**src/verilog/spa_pkg.sv**
```systemverilog
// Purpose: Shared constants and types for the safe absolute position block.
// Assumes: One axis, 32-bit register data, byte addresses on the register port.
// Notes: Timing counts derive from the clock period and the printed times.
package spa_pkg;
    localparam int          CLK_PERIOD_PS   = 4000;
    localparam int          MS_TIME_PS      = 1000000000;
    localparam int          MS_CYCLES       = MS_TIME_PS / CLK_PERIOD_PS;
    localparam logic [6:0]  ACCEL_MIN_MS    = 7'h01;
    localparam logic [6:0]  ACCEL_MAX_MS    = 7'h64;
    localparam logic [6:0]  ACCEL_RST       = 7'h01;
    localparam logic [2:0]  SRC_UNUSED      = 3'h0;
    localparam logic [2:0]  SRC_DUAL_12     = 3'h5;
    localparam logic [2:0]  SRC_DUAL_34     = 3'h6;
    localparam logic [1:0]  FB_NONE         = 2'h0;
    localparam logic [7:0]  ADR_SUPPORT_EN  = 8'h00;
    localparam logic [7:0]  ADR_RANGE_SEL   = 8'h04;
    localparam logic [7:0]  ADR_TRIG_SRC    = 8'h08;
    localparam logic [7:0]  ADR_HOME_VALUE  = 8'h0c;
    localparam logic [7:0]  ADR_ACCEL_INT   = 8'h10;
    localparam logic [7:0]  ADR_AXIS_CFG    = 8'h14;
    localparam logic [7:0]  ADR_FB_SEL      = 8'h18;
    localparam logic [7:0]  ADR_STATUS      = 8'h1c;
    localparam logic [7:0]  ADR_POSITION    = 8'h20;
    localparam logic [7:0]  ADR_NV_POS      = 8'h24;
    localparam logic [7:0]  ADR_NV_OFFSET   = 8'h28;
    localparam int          STAT_VALID_BIT  = 0;
    localparam int          STAT_STATE_LSB  = 4;
    typedef enum logic [1:0] {ST_OFF, ST_CHECK, ST_TRACK, ST_INVALID} spa_state_t;
endpackage
```
**src/verilog/spa_nv_if.sv**
```systemverilog
// Purpose: Carries writes to and reads from the position store.
// Assumes: One write port, registered read data.
// Notes: The store keeps position and offset as a pair.
`timescale 1ns/1ps
interface spa_nv_if #(parameter int W = 12);
    logic         we;
    logic [W-1:0] wrPos;
    logic [W-1:0] wrOff;
    logic [W-1:0] rdPos;
    logic [W-1:0] rdOff;
    modport store (input we, input wrPos, input wrOff, output rdPos, output rdOff);
    modport user  (output we, output wrPos, output wrOff, input rdPos, input rdOff);
endinterface

```
**src/verilog/spa_abs_position.sv**
```systemverilog
// Purpose: Safe absolute position check, presentation, homing and acceleration interval timing for one axis.
// Assumes: Encoder multi-turn count and safe inputs are synchronous to mclk.
// Notes: Registers sit on a plain address/strobe port with read data one cycle later.
// Summary of operation
// Support enable bit turns absolute position handling off or on, off by default.
// With support on, position valid only if encoder reading matches stored copy.
// Mismatch flags position invalid until a safe homing is done.
// Functions needing absolute position are used only with support on.
// Range select shows unsigned when 0, signed when 1, unsigned by default.
// Range size equals encoder multi-turn bits; no extra bits are added.
// Moving past either range end wraps to the opposite end.
// Range select and homing value act only with encoder configured and support on.
// Homing source codes: 0 unused, 1-4 single inputs, 5 pair 1/2, 6 pair 3/4.
// Homing source writable only with support on and encoder set; defaults 0.
// Safe homing is performed whenever the valid indication reads 0.
// Homing value in user units, default 0, is the position after homing.
// Homing value must lie inside the presented range.
// Acceleration interval is 1 to 100 ms, default 1 ms.
// Acceleration interval applies only with an encoder configured.
// Encoder source: 0 none, 1 and 2 digital links, 3 other serial; default 0.
// Axis configuration flag is informational, set by configuration tools.
// Homing loads homing value as position, stores it, marks position valid.
`timescale 1ns/1ps
module spa_abs_position
    import spa_pkg::*;
#(
    parameter int MT_BITS   = 12,
    parameter int MS_CYCLES_P = MS_CYCLES
)(
    input  wire logic               mclk,
    input  wire logic               srst,
    input  wire logic [7:0]         regAddr,
    input  wire logic [31:0]        regWrData,
    input  wire logic               regWr,
    input  wire logic               regRd,
    output logic      [31:0]        regRdData,
    input  wire logic [MT_BITS-1:0] encTurns,
    input  wire logic               encStrobe,
    input  wire logic [3:0]         safeIn,
    output logic      [31:0]        absPosition,
    output logic                    absPosValid,
    output logic                    accelTick,
    output logic                    axisCfgEnabled
);
    localparam int MSW = $clog2(MS_CYCLES_P + 1);

    generate
        if (MT_BITS < 1 || MT_BITS > 31 || MS_CYCLES_P < 1)
        begin : g_bad
            $error("spa_abs_position: unsupported MT_BITS or MS_CYCLES_P");
        end
    endgenerate

    spa_nv_if #(.W(MT_BITS)) nv ();

    spa_nv_store #(.W(MT_BITS)) u_store (
        .mclk (mclk),
        .nv   (nv)
    );

    logic               supportEn_ff, nxt_supportEn;
    logic               rangeSel_ff,  nxt_rangeSel;
    logic [2:0]         trigSrc_ff,   nxt_trigSrc;
    logic [31:0]        homeVal_ff,   nxt_homeVal;
    logic [6:0]         accelInt_ff,  nxt_accelInt;
    logic               axisCfg_ff,   nxt_axisCfg;
    logic [1:0]         fbSel_ff,     nxt_fbSel;
    logic [MT_BITS-1:0] encRaw_ff,    nxt_encRaw;
    logic               trigLvl_ff,   nxt_trigLvl;
    spa_state_t         state_ff,     nxt_state;
    logic               valid_ff,     nxt_valid;
    logic [31:0]        pos_ff,       nxt_pos;
    logic [31:0]        rdData_ff,    nxt_rdData;
    logic [MSW-1:0]     msCnt_ff,     nxt_msCnt;
    logic [6:0]         intCnt_ff,    nxt_intCnt;
    logic               tick_ff,      nxt_tick;
    logic               gated;
    logic               encOn;
    logic               trigLvl;
    logic               homingReq;
    logic [MT_BITS-1:0] homeTurns;
    logic [MT_BITS-1:0] presNew;
    logic [MT_BITS-1:0] presCur;

    assign encOn     = (fbSel_ff != FB_NONE);
    assign gated     = supportEn_ff && encOn;
    assign homeTurns = homeVal_ff[MT_BITS-1:0];
    // Offset arithmetic is modulo the multi-turn width, which gives the wrap for free.
    assign presNew   = MT_BITS'(encTurns + nv.rdOff);
    assign presCur   = MT_BITS'(encRaw_ff + nv.rdOff);

    // Homing source decode and rising edge of the chosen input or pair.
    always_comb
    begin
        unique case (trigSrc_ff)
            3'h1:        trigLvl = safeIn[0];
            3'h2:        trigLvl = safeIn[1];
            3'h3:        trigLvl = safeIn[2];
            3'h4:        trigLvl = safeIn[3];
            SRC_DUAL_12: trigLvl = safeIn[0] && safeIn[1];
            SRC_DUAL_34: trigLvl = safeIn[2] && safeIn[3];
            default:     trigLvl = 1'b0;
        endcase
    end

    assign homingReq = gated && trigLvl && !trigLvl_ff;
    assign nxt_trigLvl = trigLvl;

    // Register writes.
    always_comb
    begin
        nxt_supportEn = supportEn_ff;
        nxt_rangeSel  = rangeSel_ff;
        nxt_trigSrc   = trigSrc_ff;
        nxt_homeVal   = homeVal_ff;
        nxt_accelInt  = accelInt_ff;
        nxt_axisCfg   = axisCfg_ff;
        nxt_fbSel     = fbSel_ff;
        if (regWr)
        begin
            unique case (regAddr)
                ADR_SUPPORT_EN: nxt_supportEn = regWrData[0];
                ADR_RANGE_SEL:  nxt_rangeSel  = regWrData[0];
                ADR_TRIG_SRC:
                    if (gated && regWrData[2:0] <= SRC_DUAL_34)
                        nxt_trigSrc = regWrData[2:0];
                ADR_HOME_VALUE: nxt_homeVal   = regWrData;
                ADR_ACCEL_INT:
                    if (regWrData[31:7] == 25'h0 && regWrData[6:0] >= ACCEL_MIN_MS
                        && regWrData[6:0] <= ACCEL_MAX_MS)
                        nxt_accelInt = regWrData[6:0];
                ADR_AXIS_CFG:   nxt_axisCfg   = regWrData[0];
                ADR_FB_SEL:     nxt_fbSel     = regWrData[1:0];
                default:        ;
            endcase
        end
    end

    // Validity state, position store traffic and presented position.
    always_comb
    begin
        nxt_state  = state_ff;
        nxt_encRaw = encStrobe ? encTurns : encRaw_ff;
        nv.we      = 1'b0;
        nv.wrPos   = nv.rdPos;
        nv.wrOff   = nv.rdOff;
        if (!gated)
            nxt_state = ST_OFF;
        else if (homingReq)
        begin
            // Homing re-bases the offset so the present reading shows the homing value.
            nxt_state = ST_TRACK;
            nv.we     = 1'b1;
            nv.wrPos  = homeTurns;
            nv.wrOff  = MT_BITS'(homeTurns - encRaw_ff);
        end
        else
        begin
            unique case (state_ff)
                ST_OFF:     nxt_state = ST_CHECK;
                ST_CHECK:
                    if (encStrobe)
                        nxt_state = (presNew == nv.rdPos) ? ST_TRACK : ST_INVALID;
                ST_TRACK:
                    if (encStrobe)
                    begin
                        nv.we    = 1'b1;
                        nv.wrPos = presNew;
                    end
                ST_INVALID: nxt_state = ST_INVALID;
            endcase
        end
        if (!nv.we && regWr && regAddr == ADR_NV_POS)
        begin
            nv.we    = 1'b1;
            nv.wrPos = regWrData[MT_BITS-1:0];
        end
        else if (!nv.we && regWr && regAddr == ADR_NV_OFFSET)
        begin
            nv.we    = 1'b1;
            nv.wrOff = regWrData[MT_BITS-1:0];
        end
        nxt_valid = (nxt_state == ST_TRACK);
        if (!gated)
            nxt_pos = 32'h0;
        else if (rangeSel_ff)
            nxt_pos = {{(32-MT_BITS){presCur[MT_BITS-1]}}, presCur};
        else
            nxt_pos = {{(32-MT_BITS){1'b0}}, presCur};
    end

    // Acceleration interval timing, counters held at zero while no encoder is linked.
    always_comb
    begin
        nxt_msCnt  = msCnt_ff;
        nxt_intCnt = intCnt_ff;
        nxt_tick   = 1'b0;
        if (!encOn)
        begin
            nxt_msCnt  = '0;
            nxt_intCnt = 7'h0;
        end
        else if (msCnt_ff == MSW'(MS_CYCLES_P - 1))
        begin
            nxt_msCnt = '0;
            if (intCnt_ff + 7'h1 >= accelInt_ff)
            begin
                nxt_intCnt = 7'h0;
                nxt_tick   = 1'b1;
            end
            else
                nxt_intCnt = intCnt_ff + 7'h1;
        end
        else
            nxt_msCnt = MSW'(msCnt_ff + 1'b1);
    end

    // Read mux; unmapped addresses read zero.
    always_comb
    begin
        nxt_rdData = 32'h0;
        if (regRd)
        begin
            unique case (regAddr)
                ADR_SUPPORT_EN: nxt_rdData = {31'h0, supportEn_ff};
                ADR_RANGE_SEL:  nxt_rdData = {31'h0, rangeSel_ff};
                ADR_TRIG_SRC:   nxt_rdData = {29'h0, trigSrc_ff};
                ADR_HOME_VALUE: nxt_rdData = homeVal_ff;
                ADR_ACCEL_INT:  nxt_rdData = {25'h0, accelInt_ff};
                ADR_AXIS_CFG:   nxt_rdData = {31'h0, axisCfg_ff};
                ADR_FB_SEL:     nxt_rdData = {30'h0, fbSel_ff};
                ADR_STATUS:
                begin
                    nxt_rdData[STAT_VALID_BIT] = valid_ff;
                    nxt_rdData[STAT_STATE_LSB +: 2] = state_ff;
                end
                ADR_POSITION:   nxt_rdData = pos_ff;
                ADR_NV_POS:     nxt_rdData = {{(32-MT_BITS){1'b0}}, nv.rdPos};
                ADR_NV_OFFSET:  nxt_rdData = {{(32-MT_BITS){1'b0}}, nv.rdOff};
                default:        nxt_rdData = 32'h0;
            endcase
        end
    end

    always_ff @(posedge mclk)
    begin
        if (srst)
        begin
            supportEn_ff <= 1'b0;
            rangeSel_ff  <= 1'b0;
            trigSrc_ff   <= SRC_UNUSED;
            homeVal_ff   <= 32'h0;
            accelInt_ff  <= ACCEL_RST;
            axisCfg_ff   <= 1'b0;
            fbSel_ff     <= FB_NONE;
            encRaw_ff    <= '0;
            trigLvl_ff   <= 1'b0;
            state_ff     <= ST_OFF;
            valid_ff     <= 1'b0;
            pos_ff       <= 32'h0;
            rdData_ff    <= 32'h0;
            msCnt_ff     <= '0;
            intCnt_ff    <= 7'h0;
            tick_ff      <= 1'b0;
        end
        else
        begin
            supportEn_ff <= nxt_supportEn;
            rangeSel_ff  <= nxt_rangeSel;
            trigSrc_ff   <= nxt_trigSrc;
            homeVal_ff   <= nxt_homeVal;
            accelInt_ff  <= nxt_accelInt;
            axisCfg_ff   <= nxt_axisCfg;
            fbSel_ff     <= nxt_fbSel;
            encRaw_ff    <= nxt_encRaw;
            trigLvl_ff   <= nxt_trigLvl;
            state_ff     <= nxt_state;
            valid_ff     <= nxt_valid;
            pos_ff       <= nxt_pos;
            rdData_ff    <= nxt_rdData;
            msCnt_ff     <= nxt_msCnt;
            intCnt_ff    <= nxt_intCnt;
            tick_ff      <= nxt_tick;
        end
    end

    assign regRdData      = rdData_ff;
    assign absPosition    = pos_ff;
    assign absPosValid    = valid_ff;
    assign accelTick      = tick_ff;
    assign axisCfgEnabled = axisCfg_ff;

    property p_off_invalid;
        @(posedge mclk) disable iff (srst)
        !supportEn_ff |=> !absPosValid;
    endproperty
    a_off_invalid: assert property (p_off_invalid) else $error("Valid while support off.");

    property p_check_result;
        @(posedge mclk) disable iff (srst)
        (state_ff == ST_CHECK && gated && !homingReq && encStrobe)
            |=> (absPosValid == ($past(presNew) == $past(nv.rdPos)));
    endproperty
    a_check_result: assert property (p_check_result) else $error("Check result wrong.");

    property p_invalid_holds;
        @(posedge mclk) disable iff (srst)
        (state_ff == ST_INVALID && gated && !homingReq) |=> !absPosValid;
    endproperty
    a_invalid_holds: assert property (p_invalid_holds) else $error("Invalid cleared without homing.");

    property p_signed_view;
        @(posedge mclk) disable iff (srst)
        (gated && rangeSel_ff) |=> (absPosition[31] == absPosition[MT_BITS-1]);
    endproperty
    a_signed_view: assert property (p_signed_view) else $error("Signed view not sign-extended.");

    property p_unsigned_view;
        @(posedge mclk) disable iff (srst)
        !rangeSel_ff |=> (absPosition >> MT_BITS) == 32'h0;
    endproperty
    a_unsigned_view: assert property (p_unsigned_view) else $error("Unsigned view exceeds range.");

    property p_src_locked;
        @(posedge mclk) disable iff (srst)
        (regWr && regAddr == ADR_TRIG_SRC && !gated) |=> $stable(trigSrc_ff);
    endproperty
    a_src_locked: assert property (p_src_locked) else $error("Homing source written while locked.");

    property p_homing;
        @(posedge mclk) disable iff (srst)
        (homingReq && !regWr && !encStrobe) ##1 (gated && !encStrobe)
            |=> absPosValid && absPosition[MT_BITS-1:0] == $past(homeTurns, 2);
    endproperty
    a_homing: assert property (p_homing) else $error("Homing did not load position.");

    property p_interval_range;
        @(posedge mclk) disable iff (srst)
        (accelInt_ff >= ACCEL_MIN_MS) && (accelInt_ff <= ACCEL_MAX_MS);
    endproperty
    a_interval_range: assert property (p_interval_range) else $error("Interval out of range.");

    property p_no_tick;
        @(posedge mclk) disable iff (srst)
        !encOn ##1 !encOn |-> !accelTick;
    endproperty
    a_no_tick: assert property (p_no_tick) else $error("Tick without encoder.");
endmodule

```
**src/verilog/spa_nv_store.sv**
```systemverilog
// Purpose: Non-volatile copy of the last known position and its offset.
// Assumes: Content survives reset, as a real retained store would.
// Notes: Read data come from the storage flops themselves.
`timescale 1ns/1ps
module spa_nv_store
    import spa_pkg::*;
#(
    parameter int W = 12
)(
    input  wire logic  mclk,
    spa_nv_if.store    nv
);
    logic [W-1:0] pos_ff;
    logic [W-1:0] off_ff;
    logic [W-1:0] nxt_pos;
    logic [W-1:0] nxt_off;

    // Reset is deliberately not applied: the store must outlive it.
    always_comb
    begin
        nxt_pos = nv.we ? nv.wrPos : pos_ff;
        nxt_off = nv.we ? nv.wrOff : off_ff;
    end

    always_ff @(posedge mclk)
    begin
        pos_ff <= nxt_pos;
        off_ff <= nxt_off;
    end

    assign nv.rdPos = pos_ff;
    assign nv.rdOff = off_ff;
endmodule

```
**config.mk**
```make
export PLATFORM = sky130hd
export DESIGN_NAME = spa_abs_position
export DESIGN_NICKNAME = d
export VERILOG_FILES = /design/src/verilog/spa_pkg.sv /design/src/verilog/spa_nv_if.sv /design/src/verilog/spa_abs_position.sv /design/src/verilog/spa_nv_store.sv
export SDC_FILE = /design/constraint.sdc
export NUM_CORES = 1
export LEC_CHECK = 0
export BUFFER_PORTS_ARGS = -buffer_cell sky130_fd_sc_hd__buf_2
export CORE_MARGIN = 2
export CORE_UTILIZATION = 45
export DETAILED_ROUTE_END_ITERATION = 10
export GPL_TIMING_DRIVEN = 1
export PLACE_DENSITY = 0.72
export SETUP_SLACK_MARGIN = 0.3
export SKIP_CTS_REPAIR_TIMING = 1
export SYNTH_ARGS = -nofsm -noshare
export SYNTH_HDL_FRONTEND = slang
export SYNTH_HIERARCHICAL = 1
export SYNTH_SLANG_ARGS = --single-unit
export TNS_END_PERCENT = 50
```
**constraint.sdc**
```tcl
create_clock -name mclk -period 4.35 [get_ports mclk]
set_input_delay 0.6525 -clock mclk [delete_from_list [all_inputs] [get_ports mclk]]
set_output_delay 0.6525 -clock mclk [all_outputs]
set_load 0.03 [all_outputs]
```
==> impl_metrics.csv, run 1 <==
group,metric,value,unit
synth,synth_async_sr_flop_share,0,
synth,post_synth_inst_count,1008,
timing,rsz_0062_raised_after_global_routing,"false",
clocking,clk_latency,450,ps
clocking,clkTransAtPathRegs,70,ps
synth,mappedNetlistNets,1114,
detailed_routing,met3RoutedLength,1780,microns
detailed_routing,drt_iter0_drc,694,
critical_path,reg2regPathDepth,9,
synth,synthesis.area,0.00857,sq mm
power,vdd.ir_drop.worst,0.285,mV
run,cap_violations,0,
hold_path,hold_path_startpoint,"msCnt_ff[0]",
critical_path,critical_path.max_fanout,24,
power,power.leakage,3.92,nW
detailed_routing,met2RoutedLength,10900,microns
critical_path,startpoint_type,"flop",
detailed_routing,antenna_left,0,
timing,clock_skew,10.4,ps
global_route,number_of_global_route_vias_before_repair,7032,
layout,postLayoutCoreUtil,0.527,
clocking,cts_buffers,17,
global_route,number_of_antenna_violations_at_the_first_check_in_global_routing,1,
synth,synth_edf_count,24,
global_route,global_route.usage.total,0.233,
timing,worst_slew_margin_rel,0.424,
critical_path,reg2reg_to,"u_store/nv.rdOff[10]",
layout,layout-area-overhead-vs-synth,14.9,%
synth,synth_sequential_area_ratio,0.397,
critical_path,regToRegStartpoint,"trigSrc_ff[2]",
synth,post_synth_num_cell_types,66,
detailed_routing,route.detailed.wl_per_inst,17.4,microns
timing,min_period,3050,ps
placement,detailed_place_hpwl,17500,microns
detailed_routing,detailedRoute.firstPassIterationCount,7,
timing,setup_viol_count_final,0,
die,core_area,0.0187,sq mm
die,die-area,0.0202,sq mm
die,chipHeight,142,microns
synth,synth_warnings,6,
critical_path,endpoint_kind,"flop",
timing,maxClockFrequency,327,MHz
layout,design.final.nets,1204,
timing,final_max_tran_viols,0,
timing,timing.final.crit_share,0.702,
critical_path,r2r_slack,1300,ps
synth,synth_largest_type_area_fraction,0.313,
placement,routabilityCongestion,0.924,
die,fp.dieW,142,microns
critical_path,crit_required,4530,ps
placement,port-buffer-count,127,
clocking,cts_tree,"built",
clocking,cts_max_path_buffers,2,
clocking,cts_h_tree_depth,4,
die,fp-row-count,50,
layout,post_route_cells_drive_above_1_share,0.168,
power,totalPowerFinal,3.28,mW
hold_path,min-delay-path-class,"reg -> reg",
synth,netlist_top_cells_area,"sky130_fd_sc_hd__dfxtp_1, sky130_fd_sc_hd__edfxtp_1, sky130_fd_sc_hd__nand2_1, sky130_fd_sc_hd__ha_1, sky130_fd_sc_hd__a21oi_1",
global_route,grt_first_pass_wirelength,36500,microns
critical_path,critical_path.startpoint,"trigSrc_ff[2]",
timing,hold-worst-slack,439,ps
synth,synth.most_common_cell,"sky130_fd_sc_hd__nand2_1",
synth,syn-mean-instance-area,8.50,sq um
detailed_routing,vias,7713,
detailed_routing,wire_length_on_met1,10200,microns
clocking,root_buffer,"sky130_fd_sc_hd__clkbuf_16",
status,status,"finished clean",
die,initial_core_util,0.458,
timing,worst_slew_pin_slew,858,ps
die,pin_count,128,
clocking,clock_sinks,158,
critical_path,critPathKind,"reg -> reg",
detailed_routing,maxUsedRoutingLayer,"met4",
global_route,grt_start_max_net_pins,40,
timing,totalNegativeSetupSlack,0,ps
power,power-per-cell-area,333,mW/mm^2
synth,synth.largest_area_cell,"sky130_fd_sc_hd__dfxtp_1",
synth,synth_flop_cell,"sky130_fd_sc_hd__dfxtp_1",
critical_path,critPathCapture,"u_store/nv.rdOff[10]",
detailed_routing,detail_route.drc_violations,0,
detailed_routing,routed_wl,23400,microns
layout,antenna_cells,0,
synth,post_synth_most_frequent_cells,"sky130_fd_sc_hd__nand2_1, sky130_fd_sc_hd__dfxtp_1, sky130_fd_sc_hd__a21oi_1, sky130_fd_sc_hd__nor2_1, sky130_fd_sc_hd__ha_1",
detailed_routing,vias_per_cell,5.73,
critical_path,worstPathArrival,3230,ps
global_route,globalRouteOverflowTotal,0,
synth,flops_latches_synth,158,
timing,hold_viol,0,
==> cells in the final DEF, fill, tap and decap left out, types with 6 or more instances in the layout <==
cell,instances
sky130_fd_sc_hd__edfxtp_1,24
sky130_fd_sc_hd__a22oi_1,31
sky130_fd_sc_hd__and2_1,10
sky130_fd_sc_hd__or3_1,6
sky130_fd_sc_hd__clkinv_8,6
sky130_fd_sc_hd__o21ai_0,23
sky130_fd_sc_hd__inv_1,36
sky130_fd_sc_hd__and3_1,10
sky130_fd_sc_hd__nand2_1,147
sky130_fd_sc_hd__nor2b_1,13
sky130_fd_sc_hd__o21ai_1,22
sky130_fd_sc_hd__a31oi_1,16
sky130_fd_sc_hd__buf_4,10
sky130_fd_sc_hd__o22ai_1,6
sky130_fd_sc_hd__nand3_1,23
sky130_fd_sc_hd__mux2i_1,32
sky130_fd_sc_hd__xnor2_1,33
sky130_fd_sc_hd__buf_2,127
sky130_fd_sc_hd__nor2_1,97
sky130_fd_sc_hd__a21oi_1,98
sky130_fd_sc_hd__o2111ai_1,6
sky130_fd_sc_hd__a21o_1,10
sky130_fd_sc_hd__xor2_1,23
sky130_fd_sc_hd__nor4_1,9
sky130_fd_sc_hd__dfxtp_1,134
sky130_fd_sc_hd__nor3_1,17
sky130_fd_sc_hd__ha_1,42
sky130_fd_sc_hd__nand2b_1,8
sky130_fd_sc_hd__clkbuf_16,17
==> where the power goes <==
| group | switching (mW) | total, mW | internal, mW |
|---|---|---|---|
| logic | 0.141 | 0.242 | 0.101 |
| registers | 0.00660 | 1.49 | 1.48 |
| clock network | 0.753 | 1.55 | 0.793 |
| total | 0.901 | 3.28 | 2.38 |
==> worst min path at each step <==
stage | end | slack, ps | cells after the start
2_1_floorplan | msCnt_ff[0] | 410 | 1
3_3_place_gp | msCnt_ff[0] | 430 | 1
3_5_place_dp | msCnt_ff[0] | 430 | 1
4_1_cts | homeVal_ff[20] | 440 | 3
5_1_grt | homeVal_ff[19] | 450 | 3
6_report | msCnt_ff[0] | 440 | 1
==> cell families after synthesis <==
group / synth area share
muxes: 0.0374
DFF: 0.397
xor gates and xnor gates: 0.0654
buffers and inverters: 0.0572
and+or+nand+nor: 0.198
AOI/OAI and AO/OA: 0.177
adders and majority gates: 0.0683
==> layout make-up <==
| type | instances | area [sq um] |
|---|---|---|
| Clock buffer | 17 | 425 |
| Clock inverter | 15 | 201 |
| Fill cell | 1753 | 8860 |
| Inverter | 36 | 135 |
| Multi-Input combinational cell | 748 | 4680 |
| Sequential cell | 158 | 3400 |
| Tap cell | 234 | 293 |
| Timing Repair Buffer | 137 | 711 |
==> metrics by stage <==
step / area [sq um] / setup slack [ps] / std cells
after floorplan: 8570 / 1430 / 1008
after global placement: 9220 / 1190 / 1313
after detailed placement: 9220 / 1070 / 1313
after CTS: 9850 / 1360 / 1345
after global routing: 9850 / 1020 / 1345
final: 9850 / 1300 / 1345
==> worst max-delay path, stage by stage, from the launching register on <==
cell and delay (ps):
sky130_fd_sc_hd__dfxtp_1 450, sky130_fd_sc_hd__and3b_1 220, sky130_fd_sc_hd__a311oi_2 340, sky130_fd_sc_hd__nor3b_2 80, sky130_fd_sc_hd__buf_4 190, sky130_fd_sc_hd__o21ai_2 360
sky130_fd_sc_hd__and3_1 790, sky130_fd_sc_hd__nor2_1 120, sky130_fd_sc_hd__a21oi_1 140, sky130_fd_sc_hd__o21ai_1 90
==> per-layer routing <==
metal | track usage | vias up
li1 | - | 3708
met1 | 0.313 | 3590
met2 | 0.372 | 364
met3 | 0.0404 | 51
met4 | 0.0995 | 0
met5 | 0 | -
==> flip-flops by register name, summed over array words and instances (netlist names) <==
signal,cells
rangeSel_ff,1
u_store/nv.rdOff,12
fbSel_ff,2
u_store/nv.rdPos,12
regRdData,32
accelInt_ff,7
encRaw_ff,12
intCnt_ff,7
msCnt_ff,18
absPosition,13
state_ff,2
homeVal_ff,32
supportEn_ff,1
trigSrc_ff,3
absPosValid,1
trigLvl_ff,1
accelTick,1
axisCfgEnabled,1
Note: power is estimated with default switching activity, not from simulation.
==> run 2: changes to the inputs <==
Clock period 4.35 ns to 3 ns, I/O delays scaled along.
==> run 2 against run 1 <==
  * Core utilization grew 1.5 points
  * Sequential share of layout area down 0.95 points
  * Largest power group unchanged
  * Clock-buffer cell count is 2 higher
  * Register-to-register slack got worse by 1200 ps
==> impl_metrics.csv, run 2 (same netlist as run 1, synthesis figures left out) <==
group,metric,value,unit
timing,setup_viol_count_final,0,
clocking,clock_sinks,158,
timing,clock_skew,9.86,ps
clocking,root_buffer,"sky130_fd_sc_hd__clkbuf_16",
critical_path,endpoint_kind,"flop",
global_route,number_of_antenna_violations_at_the_first_check_in_global_routing,2,
hold_path,hold_path_end,"homeVal_ff[21]",
die,initial_core_util,0.458,
power,totalPowerFinal,4.72,mW
layout,design.final.nets,1234,
timing,timing.final.crit_share,0.954,
detailed_routing,vias_per_cell,5.61,
critical_path,worstPathCellList,"buf_4, ha_1, a211oi_1, buf_4, nor2_1, o21ai_0, or3b_2, a211oi_1, nor2_1, o22ai_1, o21ai_1",
detailed_routing,antenna_left,0,
power,power.leakage,4.07,nW
critical_path,regToRegStartpoint,"u_store/nv.rdOff[1]",
detailed_routing,vias,7713,
placement,routabilityCongestion,0.967,
clocking,cts_h_tree_depth,4,
critical_path,r2r_slack,140,ps
die,chipHeight,142,microns
critical_path,startpoint_type,"flop",
layout,post_route_cells_drive_above_1_share,0.202,
layout,postLayoutCoreUtil,0.541,
clocking,cts_tree,"built",
clocking,cts_buffers,17,
detailed_routing,routed_wl,24700,microns
placement,dp_worst_setup_slack,-0.291,ps
critical_path,crit_family,"compound AO/OA/AOI/OAI gates",
clocking,cts_max_path_buffers,2,
critical_path,critical_path.max_fanout,5,
global_route,globalRouteOverflowTotal,0,
critical_path,timing.critical_path.slowest_cell_delay,510,ps
critical_path,worstPathArrival,3050,ps
die,fp-row-count,50,
timing,setup_ws,138,ps
layout,mostFrequentLayoutCells,"sky130_fd_sc_hd__nand2_1, sky130_fd_sc_hd__dfxtp_1, sky130_fd_sc_hd__buf_2, sky130_fd_sc_hd__nor2_1, sky130_fd_sc_hd__a21oi_1",
die,pin_count,128,
die,die-area,0.0202,sq mm
hold_path,hold_path_startpoint,"regWrData[21]",
layout,layout.cells.most_common,"sky130_fd_sc_hd__nand2_1",
critical_path,critPathKind,"reg -> reg",
placement,port-buffer-count,127,
clocking,clk_latency,430,ps
global_route,grt_start_max_net_pins,44,
clocking,clkTransAtPathRegs,70,ps
timing,maxClockFrequency,349,MHz
detailed_routing,detailedRoute.firstPassIterationCount,5,
timing,min_period,2860,ps
critical_path,crit_required,3190,ps
status,status,"finished clean",
die,fp.dieW,142,microns
global_route,grt_first_pass_wirelength,38500,microns
timing,hold-worst-slack,258,ps
timing,final_max_tran_viols,0,
die,core_area,0.0187,sq mm
layout,layoutNonFillerInstCount,1376,
placement,numPlacedInstances,1337,
run,cap_violations,0,
timing,rsz_0062_raised_after_global_routing,"true",
global_route,global_route.usage.total,0.247,
timing,worst_slew_margin_rel,0.534,
critical_path,cpMaxStageDelayCell,"sky130_fd_sc_hd__edfxtp_1",
timing,worst_slew_pin_slew,697,ps
detailed_routing,drt_iter0_drc,650,
timing,hold_viol,0,
power,power-per-cell-area,466,mW/mm^2
detailed_routing,route.detailed.wl_per_inst,17.9,microns
critical_path,reg2reg_to,"u_store/nv.rdPos[5]",
hold_path,min_path_cells,3,
critical_path,reg2regPathDepth,11,
placement,detailed_place_hpwl,18500,microns
hold_path,min-delay-path-class,"in -> reg",
layout,layout-area-overhead-vs-synth,18.1,%
detailed_routing,detail_route.drc_violations,0,
global_route,number_of_global_route_vias_before_repair,7224,
power,vdd.ir_drop.worst,0.402,mV
critical_path,critical_path.n_buffers_inverters,2,
run 2: cell types whose count changed in the layout (fill, tap and decap cells not counted), moves of 3 or more:
| cell | change |
|---|---|
| sky130_fd_sc_hd__a21oi_1 | -3 |
| sky130_fd_sc_hd__a21oi_2 | +3 |
| sky130_fd_sc_hd__buf_4 | +28 |
| sky130_fd_sc_hd__clkinv_8 | -5 |
| sky130_fd_sc_hd__inv_6 | +3 |
| sky130_fd_sc_hd__o21ai_0 | -3 |
| sky130_fd_sc_hd__o21ai_1 | +3 |
run 2: worst max path at each step:
stage	start	end	cells after the start
2_1_floorplan	encTurns[0]	state_ff[0]	11
5_1_grt	u_store/nv.rdOff[0]	state_ff[0]	11
3_5_place_dp	encTurns[0]	state_ff[0]	12
4_1_cts	u_store/nv.rdOff[0]	state_ff[0]	11
6_report	u_store/nv.rdOff[1]	u_store/nv.rdPos[5]	11
3_3_place_gp	encTurns[0]	state_ff[0]	12
run 2: area by class of cell:
class	instances	area (sq um)
Multi-Input combinational cell	748	4750
Inverter	36	135
Timing Repair Buffer	167	961
Clock buffer	19	443
Sequential cell	158	3400
Antenna cell	1	2.50
Fill cell	1739	8580
Tap cell	234	293
Clock inverter	13	143
run 2: per-layer routing:
layer | vias to the layer above | global-route usage | share of wire
li1 | 3778 | - | -
met1 | 3598 | 0.337 | 0.45
met2 | 295 | 0.394 | 0.46
met3 | 42 | 0.0454 | 0.071
met4 | 0 | 0.0832 | 0.024
met5 | - | 0 | 0
run 2: power by group:
part	total (mW)	internal [mW]	switching (mW)
logic	0.369	0.158	0.211
clock network	2.19	1.20	0.989
registers	2.16	2.15	0.00980
run 2: stage by stage:
stage	TNS, ps	instance area (sq um)
after global placement	0	9430
after floorplan	0	8570
after detailed placement	-0.291	9430
final	0	10100
after CTS	0	10000
after global routing	0	10100
run 2: worst reg2reg max path: cells and delay by family (launching register included):
family	cells	cell delay, ps
AO/OA/AOI/OAI	5	910
flip-flops	1	510
adder cells (fa/ha/maj)	1	260
AND/OR/NAND/NOR	3	590
buffers and inverters	2	350
